## config.mk

```make
export PLATFORM = sky130hd
export DESIGN_NAME = general_timer_unit
export DESIGN_NICKNAME = d
export VERILOG_FILES = /design/src/gtu_pkg.sv /design/src/general_timer_unit.sv
export VERILOG_INCLUDE_DIRS = /design/src /design/src/src
export SDC_FILE = /design/constraint.sdc
export NUM_CORES = 1
export LEC_CHECK = 0
export BUFFER_PORTS_ARGS = -buffer_cell sky130_fd_sc_hd__buf_2
export CORE_AREA = 2 2 242 172
export CTS_CLUSTER_SIZE = 24
export DETAILED_ROUTE_END_ITERATION = 16
export DIE_AREA = 0 0 244 174
export HOLD_SLACK_MARGIN = 0.02
export SLEW_MARGIN = 40
export SYNTH_ARGS = -nofsm -noshare
export SYNTH_HDL_FRONTEND = slang
export SYNTH_SLANG_ARGS = --single-unit
```

## constraint.sdc

```tcl
create_clock -name clock -period 7.75 [get_ports clock]
set_clock_uncertainty 0.05 [all_clocks]
set_input_delay 0.3875 -clock clock [delete_from_list [all_inputs] [get_ports clock]]
set_output_delay 0.3875 -clock clock [all_outputs]
set_load 0.01 [all_outputs]
```

## src/gtu_defines.svh

```systemverilog
// register offsets, reset values and timing steps of the general timer unit
`ifndef GTU_DEFINES_SVH
`define GTU_DEFINES_SVH
`define GTU_REG_CTRL0   4'h0
`define GTU_REG_CNT0    4'h5
`define GTU_REG_CAPTURE_RELOAD_REGISTER  4'ha
`define GTU_REG_STATUS  4'hb
`define GTU_CTRL_RST    16'h0000
`define GTU_CNT_RST     16'h0000
`define GTU_CNT_MAX     16'hffff
`define GTU_M1_STEP     10'h004
`define GTU_M2_STEP     10'h002
`define GTU_OPT_OE      0
`define GTU_OPT_RELOAD  1
`define GTU_OPT_CLEAR   0
`define GTU_OPT_TRIG_IN 1
`define GTU_STAT_CORE   0
`define GTU_STAT_BASE   1
`endif

```

## src/gtu_pkg.sv

```systemverilog
// types shared by the general timer unit
package gtu_pkg;
  typedef enum logic [1:0] {MODE_TIMER, MODE_GATED, MODE_COUNTER, MODE_INCR} mode_t;
  typedef enum logic [1:0] {ROLE_NONE, ROLE_CAPTURE, ROLE_RELOAD, ROLE_SPARE} role_t;
  typedef enum logic [1:0] {TRIG_PIN, TRIG_LATCH_RISE, TRIG_LATCH_FALL, TRIG_OFF} trig_t;
  // one control word per timer, msb first; opt means role (aux), oe (core), oe/reload (base),
  // clear/trigger-on-core-input (capture timer); capture timer uses trig_sel as capture_input_pin edge select
  typedef struct packed {
    logic [1:0] trig_sel;
    logic       clk_latch;
    logic [1:0] opt;
    logic       gate_lvl;
    logic [1:0] edge_sel;
    logic [2:0] pre;
    logic       ext_dir;
    logic       down;
    logic       run;
    mode_t      mode;
  } ctrl_t;
  typedef struct packed {
    logic [4:0] cnt_in;
    logic [4:0] dir_in;
    logic       cap_in;
  } pins_t;
  function automatic logic edge_hit(input logic [1:0] sel, input logic r, input logic f);
    return (sel[0] & r) | (sel[1] & f);
  endfunction : edge_hit
endpackage : gtu_pkg

```

## src/general_timer_unit.sv

```systemverilog
// general timer unit: first module (aux_timer_a, core_timer, aux_timer_b), second module (capture_timer, base_timer)
//
// Notes on behaviour
// - five 16-bit timers in two modules; timers chain within their own module
// - each first-module timer selects timer, gated, counter or incremental mode
// - timer mode counts prescaled clock, finest one count per 4 clocks
// - counter mode advances on edges of the timer input pin
// - gated mode counts prescaled clocks only while the pin level enables it
// - software sets direction; optionally the direction pin flips it live
// - incremental mode derives count and direction from quadrature inputs A and B
// - core toggle latch inverts on each core wrap and may drive its pin
// - core toggle latch can clock either auxiliary timer
// - an auxiliary timer in capture or reload role does not count
// - capture role latches core value on the auxiliary timer's pin edge
// - reload role loads core from auxiliary on pin edge or latch transition
// - two auxiliaries on opposite latch edges alternate reloads, giving free PWM
// - second module has two timers and capture register, finest 2 clocks
// - second-module timers run on prescaled clock or external signals
// - base toggle latch inverts on base wrap, clocks capture timer, drives pin
// - base wraps go out to the compare unit and may reload base from capture register
// - capture_input_pin edge latches capture timer into capture register, optional clear after
// - capture may also trigger on core count or direction input edges
//
// The address map and the plain strobed port are this design's own decisions.
module general_timer_unit #(
  parameter int PRE_W = 10
) (
  input  wire  logic           clock,
  input  wire  logic           arst_n,
  input  wire  gtu_pkg::pins_t pins,
  input  wire  logic [3:0]     addr,
  input  wire  logic [15:0]    wdata,
  input  wire  logic           we,
  input  wire  logic           re,
  output logic [15:0]          rdata,
  output logic                 core_toggle_output,
  output logic                 core_toggle_oe,
  output logic                 base_toggle_output,
  output logic                 base_toggle_oe,
  output logic                 base_wrap_pulse
);
  import gtu_pkg::*;
  `include "gtu_defines.svh"

  ////////////////////////////////////////////////////////////////////////////
  // state and shared wires
  ctrl_t        ctrl_ff [5];
  ctrl_t        nxt_ctrl [5];
  logic [15:0]  cnt_ff [5];
  logic [15:0]  nxt_cnt [5];
  logic [15:0]  capture_reload_register_ff;
  logic [15:0]  nxt_capture_reload_register;
  logic [PRE_W-1:0] pre_ff;
  pins_t        s1_ff;
  pins_t        s2_ff;
  pins_t        pv_ff;
  logic         core_latch_ff;
  logic         base_latch_ff;
  logic         wrap_ff;
  logic [15:0]  rdata_ff;
  logic [4:0]   step;
  logic [4:0]   down;
  logic [4:0]   wrap;
  logic [4:0]   cap_ev;
  logic [4:0]   rld_ev;
  logic [4:0]   cin_r;
  logic [4:0]   cin_f;
  logic [4:0]   din_r;
  logic [4:0]   din_f;
  logic         cap_r;
  logic         cap_f;
  logic         core_rise;
  logic         core_fall;
  logic         base_rise;
  logic         base_fall;
  logic         cap2;
  ctrl_t        c3;
  logic [3:0]   cidx;
  logic [15:0]  rd_word;

  ////////////////////////////////////////////////////////////////////////////
  // pin edges from the synchronised copies
  assign cin_r = s2_ff.cnt_in & ~pv_ff.cnt_in;
  assign cin_f = ~s2_ff.cnt_in & pv_ff.cnt_in;
  assign din_r = s2_ff.dir_in & ~pv_ff.dir_in;
  assign din_f = ~s2_ff.dir_in & pv_ff.dir_in;
  assign cap_r = s2_ff.cap_in & ~pv_ff.cap_in;
  assign cap_f = ~s2_ff.cap_in & pv_ff.cap_in;

  // toggle latch transitions, seen in the cycle of the wrap
  // decoding the edge from the wrap itself puts a reload in the same cycle as the toggle
  assign core_rise = wrap[1] & ~core_latch_ff;
  assign core_fall = wrap[1] & core_latch_ff;
  assign base_rise = wrap[4] & ~base_latch_ff;
  assign base_fall = wrap[4] & base_latch_ff;

  ////////////////////////////////////////////////////////////////////////////
  // per-timer count logic
  for (genvar g = 0; g < 5; g++) begin : g_tmr
    localparam logic [9:0] STEP  = (g < 3) ? `GTU_M1_STEP : `GTU_M2_STEP;
    localparam logic [3:0] A_CTL = 4'(`GTU_REG_CTRL0 + g);
    localparam logic [3:0] A_CNT = 4'(`GTU_REG_CNT0 + g);
    ctrl_t       c;
    role_t       role;
    logic [9:0]  mask;
    logic        tick;
    logic        pin;
    logic        dpin;
    logic        l_r;
    logic        l_f;
    logic        s_r;
    logic        s_f;
    logic        inc;
    logic        quad;
    logic        quad_up;
    logic        stopped;
    logic        ld_en;
    logic [15:0] ld_val;
    logic [15:0] stepped;

    assign c    = ctrl_ff[g];
    assign role = role_t'(c.opt);
    assign pin  = s2_ff.cnt_in[g];
    assign dpin = s2_ff.dir_in[g];

    // prescaler tap: period STEP << pre clocks
    // the prescaler runs free, so a newly started timer may wait up to one period
    assign mask = 10'((STEP << c.pre) - 10'h001);
    assign tick = (10'(pre_ff) & mask) == 10'h000;

    // latch clock source for chained timers
    if (g == 0 || g == 2) begin : g_lat
      assign l_r = core_rise;
      assign l_f = core_fall;
    end else if (g == 3) begin : g_lat
      assign l_r = base_rise;
      assign l_f = base_fall;
    end else begin : g_lat
      assign l_r = 1'b0;
      assign l_f = 1'b0;
    end
    assign s_r = c.clk_latch ? l_r : cin_r[g];
    assign s_f = c.clk_latch ? l_f : cin_f[g];

    // quadrature decode: A edge up when A differs from B, B edge up when equal
    // x4 decode: every edge of A or B is one step; a missed edge costs one count
    assign quad    = (g < 3) && c.mode == MODE_INCR;
    assign quad_up = (cin_r[g] | cin_f[g]) ? (pin != dpin) : (pin == dpin);

    // count event by mode
    assign inc = (c.mode == MODE_TIMER) ? tick
               : (c.mode == MODE_GATED) ? (tick & (pin == c.gate_lvl))
               : quad ? (cin_r[g] | cin_f[g] | din_r[g] | din_f[g])
               : edge_hit(c.edge_sel, s_r, s_f);
    assign stopped = (g == 0 || g == 2) && role != ROLE_NONE;
    assign step[g] = c.run & ~stopped & inc;
    assign down[g] = quad ? (quad_up == c.down) : (c.down ^ (c.ext_dir & dpin));
    assign wrap[g] = step[g] & (cnt_ff[g] == (down[g] ? 16'h0000 : `GTU_CNT_MAX));
    assign stepped = down[g] ? cnt_ff[g] - 16'h0001 : cnt_ff[g] + 16'h0001;

    // capture, reload and clear loads
    if (g == 0 || g == 2) begin : g_ld
      assign cap_ev[g] = role == ROLE_CAPTURE && edge_hit(c.edge_sel, cin_r[g], cin_f[g]);
      assign rld_ev[g] = role == ROLE_RELOAD &&
                         ((c.trig_sel == TRIG_PIN && edge_hit(c.edge_sel, cin_r[g], cin_f[g])) ||
                          (c.trig_sel == TRIG_LATCH_RISE && core_rise) ||
                          (c.trig_sel == TRIG_LATCH_FALL && core_fall));
      assign ld_en  = cap_ev[g];
      assign ld_val = cnt_ff[1];
    end else begin : g_ld
      assign cap_ev[g] = 1'b0;
      assign rld_ev[g] = 1'b0;
      if (g == 1) begin : g_core
        assign ld_en  = rld_ev[0] | rld_ev[2];
        assign ld_val = rld_ev[0] ? cnt_ff[0] : cnt_ff[2];
      end else if (g == 3) begin : g_cap
        assign ld_en  = cap2 & c.opt[`GTU_OPT_CLEAR];
        assign ld_val = `GTU_CNT_RST;
      end else begin : g_base
        assign ld_en  = wrap[4] & c.opt[`GTU_OPT_RELOAD];
        assign ld_val = capture_reload_register_ff;
      end
    end

    // software write wins over hardware activity
    // loads win over a step in the same cycle, so a wrap that also reloads never lands one count off
    assign nxt_cnt[g]  = (we && addr == A_CNT) ? wdata
                       : ld_en ? ld_val
                       : step[g] ? stepped
                       : cnt_ff[g];
    assign nxt_ctrl[g] = (we && addr == A_CTL) ? ctrl_t'(wdata) : ctrl_ff[g];
  end

  ////////////////////////////////////////////////////////////////////////////
  // capture register of the second module
  assign c3   = ctrl_ff[3];
  assign cap2 = edge_hit(c3.trig_sel, cap_r, cap_f)
              | (c3.opt[`GTU_OPT_TRIG_IN] & (cin_r[1] | cin_f[1]))
              | (c3.gate_lvl & (din_r[1] | din_f[1]));
  assign nxt_capture_reload_register = (we && addr == `GTU_REG_CAPTURE_RELOAD_REGISTER) ? wdata : cap2 ? cnt_ff[3] : capture_reload_register_ff;

  ////////////////////////////////////////////////////////////////////////////
  // read decode, unmapped offsets read zero
  // status is read only; a write to its offset changes nothing
  assign cidx    = addr - `GTU_REG_CNT0;
  assign rd_word = (addr < `GTU_REG_CNT0) ? ctrl_ff[addr[2:0]]
                 : (addr < `GTU_REG_CAPTURE_RELOAD_REGISTER) ? cnt_ff[cidx[2:0]]
                 : (addr == `GTU_REG_CAPTURE_RELOAD_REGISTER) ? capture_reload_register_ff
                 : (addr == `GTU_REG_STATUS) ? {14'h0000, base_latch_ff, core_latch_ff}
                 : 16'h0000;

  ////////////////////////////////////////////////////////////////////////////
  // outputs
  // the pin levels follow the latches at once; software owns the enables
  assign rdata              = rdata_ff;
  assign core_toggle_output = core_latch_ff;
  assign core_toggle_oe     = ctrl_ff[1].opt[`GTU_OPT_OE];
  assign base_toggle_output = base_latch_ff;
  assign base_toggle_oe     = ctrl_ff[4].opt[`GTU_OPT_OE];
  assign base_wrap_pulse    = wrap_ff;

  ////////////////////////////////////////////////////////////////////////////
  // pin synchronisers and edge history
  // pv_ff reads only the second stage, so a metastable first stage never reaches logic
  always_ff @(posedge clock or negedge arst_n) begin
    if (!arst_n) begin
      s1_ff <= '0;
      s2_ff <= '0;
      pv_ff <= '0;
    end else begin
      s1_ff <= pins;
      s2_ff <= s1_ff;
      pv_ff <= s2_ff;
    end
  end

  // timers, controls and capture register
  always_ff @(posedge clock or negedge arst_n) begin
    if (!arst_n) begin
      for (int i = 0; i < 5; i++) begin
        cnt_ff[i]  <= `GTU_CNT_RST;
        ctrl_ff[i] <= ctrl_t'(`GTU_CTRL_RST);
      end
      capture_reload_register_ff <= `GTU_CNT_RST;
    end else begin
      for (int i = 0; i < 5; i++) begin
        cnt_ff[i]  <= nxt_cnt[i];
        ctrl_ff[i] <= nxt_ctrl[i];
      end
      capture_reload_register_ff <= nxt_capture_reload_register;
    end
  end

  // prescaler, toggle latches, wrap pulse and read data
  always_ff @(posedge clock or negedge arst_n) begin
    if (!arst_n) begin
      pre_ff        <= '0;
      core_latch_ff <= 1'b0;
      base_latch_ff <= 1'b0;
      wrap_ff       <= 1'b0;
      rdata_ff      <= 16'h0000;
    end else begin
      pre_ff        <= pre_ff + 1'b1;
      core_latch_ff <= core_latch_ff ^ wrap[1];
      base_latch_ff <= base_latch_ff ^ wrap[4];
      wrap_ff       <= wrap[4];
      rdata_ff      <= re ? rd_word : 16'h0000;
    end
  end
endmodule : general_timer_unit

```

==> flow_summary.yaml <==
detailed_routing:
  num_vias: 14200
  drt_wl_total_um: 58100
  firstDrtPassIters: 5
  final_antenna_net_count: 0
  via_per_inst: 6.20
  wire_per_inst_um: 25.4
  drtIter0Drc: 1835
  drc_errors: 0
cts:
  tritoncts: "yes"
  clkTransAtPathRegs_ns: 0.07
  clkLatencyLatePin_ns: 0.56
  cts_resized: 0
  numCtsBuffers: 26
  clock-sinks: 235
  cts_buffer_depth: 3
  ctsHtreeMaxLevel: 1
  clock_tree.root_cell: "clkbuf_16"
floorplan:
  fp.dieH_um: 174
  num_io_pins: 56
  die_x_um: 244
  fp.coreArea_mm2: 0.0404
  rows: 62
  start_util: 0.394
  die_area_mm2: 0.0425
final_layout:
  n_antenna_cell: 0
  drive_above_1_share: 0.157
  final_util: 0.440
  layout.nets: 1852
  final_area_mm2: 0.0178
  area_growth_pct: 11.5
critical_path:
  crit_fanout: 20
  r2r_cells: 20
  worst_path_max_delay_cell: "nand3b_1"
  worstSetupEndpointType: "flip-flop"
  startpoint: "g_tmr[1].pin"
  path_cells: "ha_1 > xnor2_1 > xnor2_1 > o21ai_0 > xnor2_1 > inv_1 > ha_1 > and3_1 > nand4_1 > nor3b_1 > nand3_1 > a21oi_1 > ha_1 > mux2i_1 > o21ai_0 > nand3b_1 > and2_1 > a221oi_1 > o22ai_1 > a21o_1"
  setup.worst_path.start_class: "flip-flop"
  crit_required_ns: 8.16
  critPathKind: "reg -> reg"
  max_stage_delay_ns: 0.60
  r2r-start: "g_tmr[1].pin"
  worst_ep_arrival_time_ns: 5.99
hold_path:
  hp-start: "re"
  hold_depth: 2
  worst_hold_path_type: "in -> reg"
global_route:
  overflow: 0
  track_usage: 0.272
  grt_pass1_wl_um: 86300
  antenna_found_initial: 2
  grt_pass1_vias: 13000
  grt_max_degree: 70
timing:
  finalSetupTns_ns: 0
  rsz0062_at_grt: "false"
  maxSlewHeadroom: 0.433
  post-route-period-util: 0.720
  timing.fmax_mhz: 179
  final_max_slew_viol_count: 0
  finalHoldViolations: 0
  setup_viol: 0
  worst_pin_slew_ns: 0.848
  min_period_ns: 5.58
synth:
  ys_ff_latch: 235
  synth.area.top_cells: "dfrtp_1 37%, ha_1 7.0%, mux2_2 5.8%"
  netlist_area_mm2: 0.0159
  synth_nets: 1840
  ys.warnings.count: 0
  synth.most_common_cell: "dfrtp_1"
  ys.flop_type: "dfrtp_1"
  ys_top_cells_by_count: "235 x dfrtp_1, 157 x a21oi_1, 156 x nand2_1, 118 x nor2_1, 97 x o21ai_0"
  yosys.area.top_type: "dfrtp_1"
  async_reset_ff_frac: 1.00
  synth_edf_count: 0
  syn_inst: 1711
  syn_avg_cell_area_um2: 9.31
  synth.distinct_cells: 84
  synth_top_area_frac: 0.369
  yosysSeqAreaShare: 0.369
pwr:
  power_frac_seq: 0.313
  p_sw_mw: 3.44
  p_sw_frac: 0.460
  pwr-share-clk: 0.182
  p_leak_nw: 7.73
  combPwrFrac: 0.505
  powerDensity_mw_per_mm2: 421
  power.internal_mw: 4.04
  irDropWorstVdd_uv: 215
placed_design:
  gp_congestion: 0.964
  numPortBuffers: 55
  dp_hpwl_um: 42200
  placed_area_mm2: 0.0167
run:
  max_cap_violations: 0
run_status:
  outcome: "complete, no violations"
final timing paths:
kind,to,slack (ns)
max in group asynchronous,ctrl_ff[15],6.12
setup reg to reg,g_tmr[0].ld_val[14],2.17
hold / removal,rdata[0],0.18
min in group asynchronous,s1_ff[1],0.31
hold reg to reg,g_tmr[2].dpin,0.29
setup / recovery,g_tmr[0].ld_val[14],2.17
what timing repair did:
item                      in CTS  in global routing
buffers inserted               0                  0
hold endpoints to repair      72                  0
hold buffers                  12                  0
state kept, by name, indices dropped and copies added (netlist names):
| signal | count |
|---|---|
| rdata | 16 |
| pv_ff | 9 |
| s1_ff | 11 |
| ctrl_ff | 56 |
| capture_reload_register_ff | 16 |
| base_toggle_output | 1 |
| s2_ff | 1 |
| core_toggle_output | 1 |
| g_tmr.ld_val | 16 |
| cnt_ff | 64 |
| base_wrap_pulse | 1 |
| g_tmr.pin | 5 |
| g_tmr.dpin | 5 |
| g_tmr.role | 10 |
| pre_ff | 9 |
| c3 | 14 |
worst max-delay path, delay by kind of cell, from the launching register on:
family / cells / cell delay [ns]
and+or+nand+nor: 6 / 1.69
AOI/OAI and AO/OA: 6 / 1.11
adders and majority gates: 3 / 1.06
xor gates and xnor gates: 3 / 0.65
DFF: 1 / 0.44
buffers and inverters: 1 / 0.40
muxes: 1 / 0.09
power groups by stage:
stage,Clock (mW),Sequential (mW),Combinational (mW)
4_1_cts,1.38,2.29,3.71
3_5_place_dp,0,2.31,3.67
5_1_grt,1.42,2.36,4.19
2_1_floorplan,0,1.90,2.89
3_3_place_gp,0,2.31,3.62
6_report,1.36,2.34,3.78
cells in the final DEF, fill, tap and decap left out, types with 10 or more instances in the layout:
cell type	n
nand3b_1	13
mux2_2	82
a21oi_1	156
o31ai_1	19
nor2b_1	11
clkbuf_16	27
dlygate4sd3_1	12
or3_1	12
o21bai_1	10
a31o_2	15
o211ai_1	33
nand3_1	32
a21o_1	36
nor2_1	116
xnor2_1	37
buf_2	54
nand2_1	156
ha_1	88
inv_1	48
nor3_1	46
dfrtp_1	235
a31oi_1	22
a22oi_1	18
xor2_1	45
mux4_2	18
a221o_1	19
mux2i_1	40
and3_1	29
a211oi_1	23
o21ai_0	97
buf_4	19
through the flow:
step	instances	total power [mW]	hold slack (ns)	setup slack [ns]
4_1_cts	2284	7.38	0.160	2.22
3_3_place_gp	2226	5.93	0.286	2.31
3_5_place_dp	2227	5.98	0.286	2.22
5_1_grt	2284	7.96	0.180	1.70
2_1_floorplan	1711	4.79	0.0419	3.10
6_report	2284	7.48	0.182	2.17
layer usage:
layer,track usage,share of wire,vias to the layer above
met5,0,0.00022,-
met4,0.0706,0.028,2
met3,0.0897,0.12,101
met2,0.348,0.38,768
met1,0.425,0.47,6950
li1,-,-,6341
cell type report:
type	instances	area (um^2)
Fill cell	3882	22700
Multi-Input combinational cell	1321	9510
Sequential cell	235	5880
Clock buffer	35	786
Tap cell	544	681
Timing Repair Buffer	87	576
Inverter	52	195
Clock inverter	10	141
cell families after synthesis:
group,Yosys count,synth area share
AO/OA/AOI/OAI,527,0.219
adder cells (fa/ha/maj),94,0.0762
flip-flops,235,0.369
multiplexers,141,0.109
AND/OR/NAND/NOR,474,0.141
XOR/XNOR,85,0.0477
buffers and inverters,155,0.0386
Power figures use the tool's default switching activity.
